<file path="config.mk">
export PLATFORM = sky130hd
export DESIGN_NAME = spi_slave_buffer_semaphore
export DESIGN_NICKNAME = d
export VERILOG_FILES = /design/src/design/spi_slave_buffer_semaphore.v
export VERILOG_INCLUDE_DIRS = /design/src /design/src/common
export SDC_FILE = /design/constraint.sdc
export NUM_CORES = 2
export LEC_CHECK = 0
export ABC_AREA = 0
export BUFFER_PORTS_ARGS = -buffer_cell sky130_fd_sc_hd__buf_4
export CAP_MARGIN = 20
export CORE_MARGIN = 1
export CORE_UTILIZATION = 30
export DETAILED_ROUTE_END_ITERATION = 8
export SLEW_MARGIN = 10
export SYNTH_ARGS = -nofsm -noshare
export SYNTH_HDL_FRONTEND = slang
export SYNTH_SLANG_ARGS = --single-unit
</file>
<file path="constraint.sdc">
create_clock -name core_clk -period 5.45 [get_ports core_clk]
set_clock_uncertainty 0.15 [all_clocks]
set_input_delay 0.2725 -clock core_clk [delete_from_list [all_inputs] [get_ports core_clk]]
set_output_delay 0.2725 -clock core_clk [all_outputs]
set_load 0.01 [all_outputs]
</file>
<file path="src/common/spi_slave_buffer_semaphore_map.vh">
`ifndef SPI_SLAVE_BUFFER_SEMAPHORE_MAP_VH
`define SPI_SLAVE_BUFFER_SEMAPHORE_MAP_VH

// Register byte offsets
`define OFS_TASK_TAKE 12'h024
`define OFS_TASK_GIVE 12'h028
`define OFS_SUB_TAKE 12'h0A4
`define OFS_SUB_GIVE 12'h0A8
`define OFS_EV_DONE 12'h104
`define OFS_EV_RX_FULL 12'h110
`define OFS_EV_GRANTED 12'h128
`define OFS_PUB_DONE 12'h184
`define OFS_PUB_RX_FULL 12'h190
`define OFS_PUB_GRANTED 12'h1A8
`define OFS_EVENT_TASK_SHORTCUTS 12'h200
`define OFS_IRQ_SET 12'h304
`define OFS_IRQ_CLR 12'h308
`define OFS_SEM_STATUS 12'h400
`define OFS_XFER_STATUS 12'h440
`define OFS_ENABLE 12'h500
`define OFS_ROUTE_CLOCK 12'h508
`define OFS_ROUTE_OUT 12'h50C
`define OFS_ROUTE_IN 12'h510
`define OFS_ROUTE_SELECT 12'h514
`define OFS_RX_PTR 12'h534
`define OFS_RX_LIMIT 12'h538
`define OFS_RX_COUNT 12'h53C
`define OFS_RX_LIST 12'h540
`define OFS_TX_PTR 12'h544
`define OFS_TX_LIMIT 12'h548
`define OFS_TX_COUNT 12'h54C
`define OFS_TX_LIST 12'h550
`define OFS_MODE 12'h554
`define OFS_IGNORED_FILL 12'h55C
`define OFS_OVERRUN_FILL 12'h5C0
// Buffer memory window: one byte per word from here
`define MEM_WIN_TAG 4'h8

// Field positions
`define SHORT_END_TAKE_BIT 0
`define ST_TX_EXCESS_FLAG_BIT 0
`define ST_OVERFLOW_BIT 1
`define MODE_CPHA_BIT 0
`define MODE_CPOL_BIT 1
`define ROUTE_DISC_BIT 31
`define ENABLE_ON 4'h2

// Semaphore status codes
`define SEM_FREE 2'h0
`define SEM_CPU 2'h1
`define SEM_SPI 2'h2
`define SEM_SPI_CPU_WAIT 2'h3

// Reset values
`define ROUTE_RESET 32'h80000000
`define ZERO_RESET 32'h00000000
`define FILL_RESET 8'h00

`endif

</file>
<file path="src/design/spi_slave_buffer_semaphore.v">
// The APB interface to the registers was decided locally.
`timescale 1ns/1ps
`include "spi_slave_buffer_semaphore_map.vh"

module spi_slave_buffer_semaphore #(
    parameter PIN_COUNT = 32,
    parameter PIN_W = 5,
    parameter MEM_AW = 6,
    parameter CNT_W = 16
) (
    input wire core_clk,
    input wire reset_n,
    input wire psel,
    input wire penable,
    input wire pwrite,
    input wire [11:0] paddr,
    input wire [31:0] pwdata,
    output reg [31:0] prdata,
    output reg pready,
    output reg pslverr,
    input wire [PIN_COUNT-1:0] pin_in,
    input wire [PIN_COUNT-1:0] gpio_out,
    input wire [PIN_COUNT-1:0] gpio_oe_n,
    output reg [PIN_COUNT-1:0] pin_out,
    output reg [PIN_COUNT-1:0] pin_oe_n
);

localparam OWN_FREE = 3'b001;
localparam OWN_CPU = 3'b010;
localparam OWN_SPI = 3'b100;

////////////////////////////////////////////////////////////////////////////////
// Registers
reg [3:0] enable_r;
reg enabled_d_r;
reg event_task_shortcuts_r;
reg [31:0] sub_take_r, sub_give_r, pub_done_r, pub_rxf_r, pub_grant_r;
reg [2:0] irq_en_r;
reg [31:0] route_clk_r, route_out_r, route_in_r, route_sel_r;
reg [31:0] rx_ptr_r, tx_ptr_r;
reg [CNT_W-1:0] rx_lim_r, tx_lim_r, rx_amt_r, tx_amt_r;
reg [1:0] rx_list_r, tx_list_r;
reg [1:0] mode_r;
reg [7:0] ign_fill_r, ovr_fill_r;
reg ev_done_r, ev_rxf_r, ev_grant_r;
reg st_tx_excess_flag_r, st_overflow_r;
reg [2:0] owner_r;
reg take_pend_r;
reg granted_r;
reg in_frame_r;
reg [2:0] bit_cnt_r;
reg [7:0] rx_sh_r, tx_sh_r;
reg [CNT_W-1:0] rx_cnt_r, tx_cnt_r;
reg [7:0] mem [0:(1<<MEM_AW)-1];
reg csn_s1_r, csn_s2_r, csn_d_r;
reg sck_s1_r, sck_s2_r, sck_d_r;
reg mosi_s1_r, mosi_s2_r;

wire enabled = (enable_r == `ENABLE_ON);
wire cpha = mode_r[`MODE_CPHA_BIT];
wire cpol = mode_r[`MODE_CPOL_BIT];

////////////////////////////////////////////////////////////////////////////////
// Pin routing and input synchronisers
// Unrouted inputs fall back to the idle levels so no false frame is seen
wire csn_raw = (enabled && !route_sel_r[`ROUTE_DISC_BIT]) ? pin_in[route_sel_r[PIN_W-1:0]] : 1'b1;
wire sck_raw = (enabled && !route_clk_r[`ROUTE_DISC_BIT]) ? pin_in[route_clk_r[PIN_W-1:0]] : cpol;
wire mosi_raw = (enabled && !route_in_r[`ROUTE_DISC_BIT]) ? pin_in[route_in_r[PIN_W-1:0]] : 1'b0;

always @(posedge core_clk or negedge reset_n) begin
    if (!reset_n) begin
        csn_s1_r <= 1'b1;
        csn_s2_r <= 1'b1;
        csn_d_r <= 1'b1;
        sck_s1_r <= 1'b0;
        sck_s2_r <= 1'b0;
        sck_d_r <= 1'b0;
        mosi_s1_r <= 1'b0;
        mosi_s2_r <= 1'b0;
    end else begin
        csn_s1_r <= csn_raw;
        csn_s2_r <= csn_s1_r;
        csn_d_r <= csn_s2_r;
        sck_s1_r <= sck_raw;
        sck_s2_r <= sck_s1_r;
        sck_d_r <= sck_s2_r;
        mosi_s1_r <= mosi_raw;
        mosi_s2_r <= mosi_s1_r;
    end
end

wire cs_fall = !csn_s2_r && csn_d_r;
wire cs_rise = csn_s2_r && !csn_d_r;
wire sck_rise = sck_s2_r && !sck_d_r;
wire sck_fall = !sck_s2_r && sck_d_r;
wire lead_edge = cpol ? sck_fall : sck_rise;
wire trail_edge = cpol ? sck_rise : sck_fall;
wire sample_edge = in_frame_r && (cpha ? trail_edge : lead_edge);
wire shift_edge = in_frame_r && (cpha ? lead_edge : trail_edge);

////////////////////////////////////////////////////////////////////////////////
// APB decode
wire wr_en = psel && penable && pready && pwrite;
wire take_task = wr_en && (paddr == `OFS_TASK_TAKE) && pwdata[0];
wire give_task = wr_en && (paddr == `OFS_TASK_GIVE) && pwdata[0];

////////////////////////////////////////////////////////////////////////////////
// Semaphore
reg [2:0] owner_nxt;
reg take_pend_nxt;
reg granted_nxt;
reg grant_ev;
reg done_ev;

always @* begin
    owner_nxt = owner_r;
    take_pend_nxt = take_pend_r;
    granted_nxt = granted_r;
    grant_ev = 1'b0;
    done_ev = 1'b0;
    if (!enabled) begin
        owner_nxt = OWN_FREE;
        take_pend_nxt = 1'b0;
        granted_nxt = 1'b0;
    end else if (!enabled_d_r) begin
        owner_nxt = OWN_CPU;
    end else begin
        case (owner_r)
            OWN_CPU: begin
                if (take_task)
                    grant_ev = 1'b1;
                else if (give_task)
                    owner_nxt = OWN_FREE;
            end
            OWN_FREE: begin
                if (take_task) begin
                    owner_nxt = OWN_CPU;
                    grant_ev = 1'b1;
                end
            end
            OWN_SPI: begin
                if (take_task)
                    take_pend_nxt = 1'b1;
            end
            default: owner_nxt = OWN_FREE;
        endcase
        // Give from a non-owner falls through the case untouched
        if (cs_fall) begin
            if (owner_r == OWN_FREE && !take_task) begin
                owner_nxt = OWN_SPI;
                granted_nxt = 1'b1;
            end else begin
                granted_nxt = 1'b0;
            end
        end
        if (cs_rise && granted_r) begin
            done_ev = 1'b1;
            granted_nxt = 1'b0;
            take_pend_nxt = 1'b0;
            // Pending take and shortcut merge into one grant
            if (take_pend_r || take_task || event_task_shortcuts_r) begin
                owner_nxt = OWN_CPU;
                grant_ev = 1'b1;
            end else begin
                owner_nxt = OWN_FREE;
            end
        end
    end
end

always @(posedge core_clk or negedge reset_n) begin
    if (!reset_n) begin
        owner_r <= OWN_FREE;
        take_pend_r <= 1'b0;
        granted_r <= 1'b0;
        enabled_d_r <= 1'b0;
    end else begin
        owner_r <= owner_nxt;
        take_pend_r <= take_pend_nxt;
        granted_r <= granted_nxt;
        enabled_d_r <= enabled;
    end
end

////////////////////////////////////////////////////////////////////////////////
// Serial engine
wire [MEM_AW-1:0] rx_addr = rx_ptr_r[MEM_AW-1:0] + rx_cnt_r[MEM_AW-1:0];
wire byte_done = sample_edge && (bit_cnt_r == 3'd7);
wire rx_store = byte_done && granted_r && (rx_cnt_r < rx_lim_r);
wire overflow_ev = byte_done && granted_r && !(rx_cnt_r < rx_lim_r);
wire tx_excess_flag_ev = byte_done && granted_r && !(tx_cnt_r < tx_lim_r);
wire rxf_ev = rx_store && (rx_cnt_r + 1'b1 == rx_lim_r);
wire [CNT_W-1:0] tx_idx = cs_fall ? {CNT_W{1'b0}} : tx_cnt_r;
wire [MEM_AW-1:0] tx_addr = tx_ptr_r[MEM_AW-1:0] + tx_idx[MEM_AW-1:0];
reg [7:0] tx_next;

always @* begin
    if (!granted_nxt)
        tx_next = ign_fill_r;
    else if (tx_idx < tx_lim_r)
        tx_next = mem[tx_addr];
    else
        tx_next = ovr_fill_r;
end

always @(posedge core_clk or negedge reset_n) begin
    if (!reset_n) begin
        in_frame_r <= 1'b0;
        bit_cnt_r <= 3'd0;
        rx_sh_r <= 8'h00;
        tx_sh_r <= 8'h00;
        rx_cnt_r <= {CNT_W{1'b0}};
        tx_cnt_r <= {CNT_W{1'b0}};
        rx_amt_r <= {CNT_W{1'b0}};
        tx_amt_r <= {CNT_W{1'b0}};
    end else if (cs_fall) begin
        in_frame_r <= 1'b1;
        bit_cnt_r <= 3'd0;
        rx_cnt_r <= {CNT_W{1'b0}};
        tx_cnt_r <= {CNT_W{1'b0}};
        tx_sh_r <= tx_next;
    end else begin
        if (cs_rise || !enabled)
            in_frame_r <= 1'b0;
        if (cs_rise && granted_r) begin
            rx_amt_r <= rx_cnt_r;
            tx_amt_r <= tx_cnt_r;
        end
        if (sample_edge) begin
            rx_sh_r <= {rx_sh_r[6:0], mosi_s2_r};
            bit_cnt_r <= bit_cnt_r + 3'd1;
        end
        if (rx_store)
            rx_cnt_r <= rx_cnt_r + 1'b1;
        if (byte_done && granted_r && (tx_cnt_r < tx_lim_r))
            tx_cnt_r <= tx_cnt_r + 1'b1;
        if (shift_edge) begin
            if (bit_cnt_r == 3'd0)
                tx_sh_r <= tx_next;
            else
                tx_sh_r <= {tx_sh_r[6:0], 1'b0};
        end
    end
end

// Engine write wins only if both hit one byte in the same cycle
always @(posedge core_clk) begin
    if (wr_en && paddr[11:8] == `MEM_WIN_TAG)
        mem[paddr[MEM_AW+1:2]] <= pwdata[7:0];
    if (rx_store)
        mem[rx_addr] <= {rx_sh_r[6:0], mosi_s2_r};
end

////////////////////////////////////////////////////////////////////////////////
// Pin outputs
integer i;
always @(posedge core_clk or negedge reset_n) begin
    if (!reset_n) begin
        pin_out <= {PIN_COUNT{1'b0}};
        pin_oe_n <= {PIN_COUNT{1'b1}};
    end else begin
        for (i = 0; i < PIN_COUNT; i = i + 1) begin
            if (enabled && !route_out_r[`ROUTE_DISC_BIT] && route_out_r[PIN_W-1:0] == i[PIN_W-1:0]) begin
                pin_out[i] <= tx_sh_r[7];
                pin_oe_n[i] <= csn_s2_r;
            end else begin
                pin_out[i] <= gpio_out[i];
                pin_oe_n[i] <= gpio_oe_n[i];
            end
        end
    end
end

////////////////////////////////////////////////////////////////////////////////
// Register file
always @(posedge core_clk or negedge reset_n) begin
    if (!reset_n) begin
        enable_r <= 4'h0;
        event_task_shortcuts_r <= 1'b0;
        sub_take_r <= `ZERO_RESET;
        sub_give_r <= `ZERO_RESET;
        pub_done_r <= `ZERO_RESET;
        pub_rxf_r <= `ZERO_RESET;
        pub_grant_r <= `ZERO_RESET;
        irq_en_r <= 3'h0;
        route_clk_r <= `ROUTE_RESET;
        route_out_r <= `ROUTE_RESET;
        route_in_r <= `ROUTE_RESET;
        route_sel_r <= `ROUTE_RESET;
        rx_ptr_r <= `ZERO_RESET;
        tx_ptr_r <= `ZERO_RESET;
        rx_lim_r <= {CNT_W{1'b0}};
        tx_lim_r <= {CNT_W{1'b0}};
        rx_list_r <= 2'h0;
        tx_list_r <= 2'h0;
        mode_r <= 2'h0;
        ign_fill_r <= `FILL_RESET;
        ovr_fill_r <= `FILL_RESET;
    end else if (wr_en) begin
        case (paddr)
            `OFS_ENABLE: enable_r <= pwdata[3:0];
            `OFS_EVENT_TASK_SHORTCUTS: event_task_shortcuts_r <= pwdata[`SHORT_END_TAKE_BIT];
            `OFS_SUB_TAKE: sub_take_r <= pwdata;
            `OFS_SUB_GIVE: sub_give_r <= pwdata;
            `OFS_PUB_DONE: pub_done_r <= pwdata;
            `OFS_PUB_RX_FULL: pub_rxf_r <= pwdata;
            `OFS_PUB_GRANTED: pub_grant_r <= pwdata;
            `OFS_IRQ_SET: irq_en_r <= irq_en_r | pwdata[2:0];
            `OFS_IRQ_CLR: irq_en_r <= irq_en_r & ~pwdata[2:0];
            `OFS_ROUTE_CLOCK: route_clk_r <= pwdata;
            `OFS_ROUTE_OUT: route_out_r <= pwdata;
            `OFS_ROUTE_IN: route_in_r <= pwdata;
            `OFS_ROUTE_SELECT: route_sel_r <= pwdata;
            `OFS_RX_PTR: rx_ptr_r <= pwdata;
            `OFS_TX_PTR: tx_ptr_r <= pwdata;
            `OFS_RX_LIMIT: rx_lim_r <= pwdata[CNT_W-1:0];
            `OFS_TX_LIMIT: tx_lim_r <= pwdata[CNT_W-1:0];
            `OFS_RX_LIST: rx_list_r <= pwdata[1:0];
            `OFS_TX_LIST: tx_list_r <= pwdata[1:0];
            `OFS_MODE: mode_r <= pwdata[1:0];
            `OFS_IGNORED_FILL: ign_fill_r <= pwdata[7:0];
            `OFS_OVERRUN_FILL: ovr_fill_r <= pwdata[7:0];
            default: ;
        endcase
    end
end

// Events and status flags: a hardware set beats a software clear
always @(posedge core_clk or negedge reset_n) begin
    if (!reset_n) begin
        ev_done_r <= 1'b0;
        ev_rxf_r <= 1'b0;
        ev_grant_r <= 1'b0;
        st_tx_excess_flag_r <= 1'b0;
        st_overflow_r <= 1'b0;
    end else begin
        ev_done_r <= done_ev | ((wr_en && paddr == `OFS_EV_DONE) ? pwdata[0] : ev_done_r);
        ev_rxf_r <= rxf_ev | ((wr_en && paddr == `OFS_EV_RX_FULL) ? pwdata[0] : ev_rxf_r);
        ev_grant_r <= grant_ev | ((wr_en && paddr == `OFS_EV_GRANTED) ? pwdata[0] : ev_grant_r);
        st_tx_excess_flag_r <= tx_excess_flag_ev |
            (st_tx_excess_flag_r & ~(wr_en && paddr == `OFS_XFER_STATUS && pwdata[`ST_TX_EXCESS_FLAG_BIT]));
        st_overflow_r <= overflow_ev |
            (st_overflow_r & ~(wr_en && paddr == `OFS_XFER_STATUS && pwdata[`ST_OVERFLOW_BIT]));
    end
end

reg [31:0] rd_val;
reg rd_hit;
always @* begin
    rd_val = 32'h00000000;
    rd_hit = 1'b1;
    if (paddr[11:8] == `MEM_WIN_TAG && (paddr[7:2] >> MEM_AW) == 6'h00) begin
        rd_val[7:0] = mem[paddr[MEM_AW+1:2]];
    end else begin
        case (paddr)
            `OFS_TASK_TAKE, `OFS_TASK_GIVE: rd_val = 32'h00000000;
            `OFS_SUB_TAKE: rd_val = sub_take_r;
            `OFS_SUB_GIVE: rd_val = sub_give_r;
            `OFS_EV_DONE: rd_val[0] = ev_done_r;
            `OFS_EV_RX_FULL: rd_val[0] = ev_rxf_r;
            `OFS_EV_GRANTED: rd_val[0] = ev_grant_r;
            `OFS_PUB_DONE: rd_val = pub_done_r;
            `OFS_PUB_RX_FULL: rd_val = pub_rxf_r;
            `OFS_PUB_GRANTED: rd_val = pub_grant_r;
            `OFS_EVENT_TASK_SHORTCUTS: rd_val[`SHORT_END_TAKE_BIT] = event_task_shortcuts_r;
            `OFS_IRQ_SET, `OFS_IRQ_CLR: rd_val[2:0] = irq_en_r;
            `OFS_SEM_STATUS: begin
                if (owner_r == OWN_CPU)
                    rd_val[1:0] = `SEM_CPU;
                else if (owner_r == OWN_SPI)
                    rd_val[1:0] = take_pend_r ? `SEM_SPI_CPU_WAIT : `SEM_SPI;
                else
                    rd_val[1:0] = `SEM_FREE;
            end
            `OFS_XFER_STATUS: begin
                rd_val[`ST_TX_EXCESS_FLAG_BIT] = st_tx_excess_flag_r;
                rd_val[`ST_OVERFLOW_BIT] = st_overflow_r;
            end
            `OFS_ENABLE: rd_val[3:0] = enable_r;
            `OFS_ROUTE_CLOCK: rd_val = route_clk_r;
            `OFS_ROUTE_OUT: rd_val = route_out_r;
            `OFS_ROUTE_IN: rd_val = route_in_r;
            `OFS_ROUTE_SELECT: rd_val = route_sel_r;
            `OFS_RX_PTR: rd_val = rx_ptr_r;
            `OFS_RX_LIMIT: rd_val[CNT_W-1:0] = rx_lim_r;
            `OFS_RX_COUNT: rd_val[CNT_W-1:0] = rx_amt_r;
            `OFS_RX_LIST: rd_val[1:0] = rx_list_r;
            `OFS_TX_PTR: rd_val = tx_ptr_r;
            `OFS_TX_LIMIT: rd_val[CNT_W-1:0] = tx_lim_r;
            `OFS_TX_COUNT: rd_val[CNT_W-1:0] = tx_amt_r;
            `OFS_TX_LIST: rd_val[1:0] = tx_list_r;
            `OFS_MODE: rd_val[1:0] = mode_r;
            `OFS_IGNORED_FILL: rd_val[7:0] = ign_fill_r;
            `OFS_OVERRUN_FILL: rd_val[7:0] = ovr_fill_r;
            default: rd_hit = 1'b0;
        endcase
    end
end

// Answer captured in the setup phase: one access cycle, no wait states
always @(posedge core_clk or negedge reset_n) begin
    if (!reset_n) begin
        prdata <= 32'h00000000;
        pready <= 1'b0;
        pslverr <= 1'b0;
    end else begin
        pready <= psel && !penable;
        pslverr <= psel && !penable && !rd_hit;
        if (psel && !penable && !pwrite)
            prdata <= rd_val;
    end
end

endmodule // spi_slave_buffer_semaphore

</file>
==> reports/qor.csv <==
metric,value,unit
status,completed,
dieWidth,454,um
totalWireLength,215,mm
combPwrFrac,0.058,
dp_cells,6997,
nNetsFinal,4783,
area_growth,17.6,%
worst_pin_slew,1.25,ns
syn_inst,4320,
pwr-share-seq,0.472,
fmax,224,MHz
cp-start-kind,flip-flop,
hold_viol_final,0,
max_stage_delay,0.54,ns
synth_compound_area_frac,0.0636,
ctsHoldBuffers,110,
synth_most_common_cell,mux2_2,
synth_seq_cells,1126,
clockBufferDepth,3,
synth_nets,4528,
crit_arrival,4.78,ns
drt_iter0_markers,4991,
grt_max_degree,161,
synth_edf_count,512,
path_delay_family,simple AND/OR/NAND/NOR gates,
internal_power,0.0146,W
die_y,454,um
finalCritPeriodShare,0.817,
rrSetupSlack,0.99,ns
whs_path_depth,3,
track_usage,0.205,
hpwl,143,mm
fin_total_pwr,0.0190,W
synthTopCellsByCount,"mux2_2, dfrtp_1, edfxtp_1",
port_buffers,242,
worstHoldEndpoint,mem[63][1]$_DFFE_PP_,
switching_share,0.229,
drt-pass1-iter-count,6,
hold_path_class,input pin to flip-flop,
p_leak,28.0,nW
grt_pass1_vias,41700,
ir_drop,0.000286,V
slew-limit-headroom,0.161,
worst-path-buf-inv,1,
synth.largest_area_cell,edfxtp_1,
cts_sinks,1126,
min_period,4.46,ns
tns,0,ns
wl_met3,17.1,mm
core-area,203000,um2
power_density,263,nW/um2
hold_path_startpoint,paddr[7],
power_switching,0.00434,W
post-place-ws,1.09,ns
final_cell_count_no_fill,7351,
cts_resized,0,
routed.top_layer,met5,
syn_avg_cell_area,14.2,um2
synth.distinct_cells,83,
antenna_found_initial,9,
synth_ff_type,dfrtp_1,
rr_endpoint,mem[32][5]$_DFFE_PP_,
rsz0062_at_grt,false,
clockPowerShare,0.470,
synthAdderAreaFrac,0.0131,
io_pins,243,
async_flop_share,0.545,
start_util,0.303,
dr_wl_met2,98.1,mm
path_class,flip-flop to flip-flop,
setup_viol,0,
post_drt_via_cell_ratio,5.75,
cts_max_level,4,
largest_reg_flops,512,
synth_top_family_by_area,multiplexers,
r2r_start,mode_r[1]$_DFFE_PN0P_,
crit_chain,xor2_1 -> mux2i_1 -> nand4_2 -> or2_1 -> nor3_4 -> and2_1 -> nand3_2 -> o21ai_0 -> buf_2,
critPathRequiredTime,5.78,ns
regMostFlops,mem,
post-cts-setup-buffers,0,
synthSimpleGateAreaFrac,0.0626,
die-area,206000,um2
insertion_delay,0.80,ns
cts_buffers,131,
cts_tree,built,
synthXorXnorAreaFrac,0.00753,
layout_setup_ws,0.995,ns
grt_pass1_wl,308,mm
yosys-top-cells-area,"edfxtp_1, dfrtp_1, mux2_2",
design_area,72100,um2
place_area,66600,um2
cts-root-buf,clkbuf_16,
slew_viol_final,0,
synthMuxAreaShare,0.320,
drive_gt1_frac,0.450,
vias,42300,
ys_seq_area_frac,0.502,
globalRouteOverflowTotal,0,
postRouteAntennaNets,0,
slowest_stage,nor3_4,
gp_congestion,0.976,
row_count,165,
worstPathMaxFanout,11,
avgRoutedWirePerCell,29.3,um
path_clk_slew,0.06,ns
synth_top_area_frac,0.251,
n_fill_cell,19300,
m1WireLength,90.0,mm
cap_violations,0,
drc,0,
critPathCaptureType,flip-flop,
yosys_warnings,0,
reg2reg_depth,9,
syn_area,61300,um2
==> tightest hold or removal path: cells and delay by family <==
kind	cells	cell delay [ns]
AO/OA/AOI/OAI	1	0.12
buffers and inverters	1	0.22
AND/OR/NAND/NOR	1	0.20
==> placed cells by master, fill, tap and decap left out, drive strengths merged, types with 38 or more instances in the layout <==
master and instances:
mux2 1031, dfrtp 574, edfxtp 512, buf 424, mux4 323, clkbuf 181
nand2 144, nor2 127, dlygate4sd3 111, nand3 108, a22oi 100, o21ai 97
mux2i 75, a22o 70, a21oi 63, ha 61, nand4 61, inv 60
a221oi 49, nor4 47, dfstp 40, xnor2 38
==> final cells by class <==
type / count / area (um2) / area share
antenna: 4 / 10.0 / 0.000139
clock buffer: 181 / 3710 / 0.0515
clock inverter: 52 / 574 / 0.00797
inverter: 51 / 191 / 0.00266
multi-input combinational: 2730 / 28900 / 0.401
sequential: 1126 / 30800 / 0.427
tap: 2672 / 3340 / 0.0464
timing repair buffer: 535 / 4540 / 0.0630
==> kinds of logic after synthesis <==
logic type	Yosys count
muxes	1429
adders and majority gates	63
AOI/OAI and AO/OA	538
xor gates and xnor gates	51
DFF	1126
and+or+nand+nor	649
buffers and inverters	464
==> power by group through the flow <==
stage	Sequential [W]	Clock, W	Combinational, W
after floorplan	0.00913	0	0.000504
after global placement	0.00912	0	0.000999
after detailed placement	0.00912	0	0.00101
after CTS	0.00895	0.00908	0.00109
after global routing	0.00895	0.00937	0.00115
final	0.00895	0.00892	0.00109
==> worst max path at each step <==
stage / startpoint / endpoint / slack (ns) / depth (start not counted)
2_1_floorplan: csn_d_r$_DFF_PN1_ / tx_sh_r[1]$_DFFE_PN0P_ / 0.77 / 16
3_3_place_gp: csn_d_r$_DFF_PN1_ / tx_sh_r[3]$_DFFE_PN0P_ / 1.08 / 11
3_5_place_dp: csn_d_r$_DFF_PN1_ / tx_sh_r[3]$_DFFE_PN0P_ / 1.09 / 11
4_1_cts: csn_d_r$_DFF_PN1_ / tx_sh_r[0]$_DFFE_PN0P_ / 1.10 / 12
5_1_grt: mode_r[1]$_DFFE_PN0P_ / mem[32][1]$_DFFE_PP_ / 0.79 / 9
6_report: mode_r[1]$_DFFE_PN0P_ / mem[32][5]$_DFFE_PP_ / 0.99 / 9
==> layer usage <==
metal / up-vias / global-route usage
li1: 17500 / -
met1: 22300 / 0.280
met2: 1971 / 0.320
met3: 471 / 0.0359
met4: 2 / 0.0902
met5: - / 0
==> stage by stage <==
| stage | utilization | hold slack, ns |
|---|---|---|
| after floorplan | - | -0.173 |
| after global placement | 0.329 | 0.187 |
| after detailed placement | 0.329 | 0.186 |
| after CTS | 0.355 | 0.00413 |
| after global routing | 0.356 | 0.0953 |
| final | 0.356 | 0.0665 |
(Power assumes the default switching activity.)
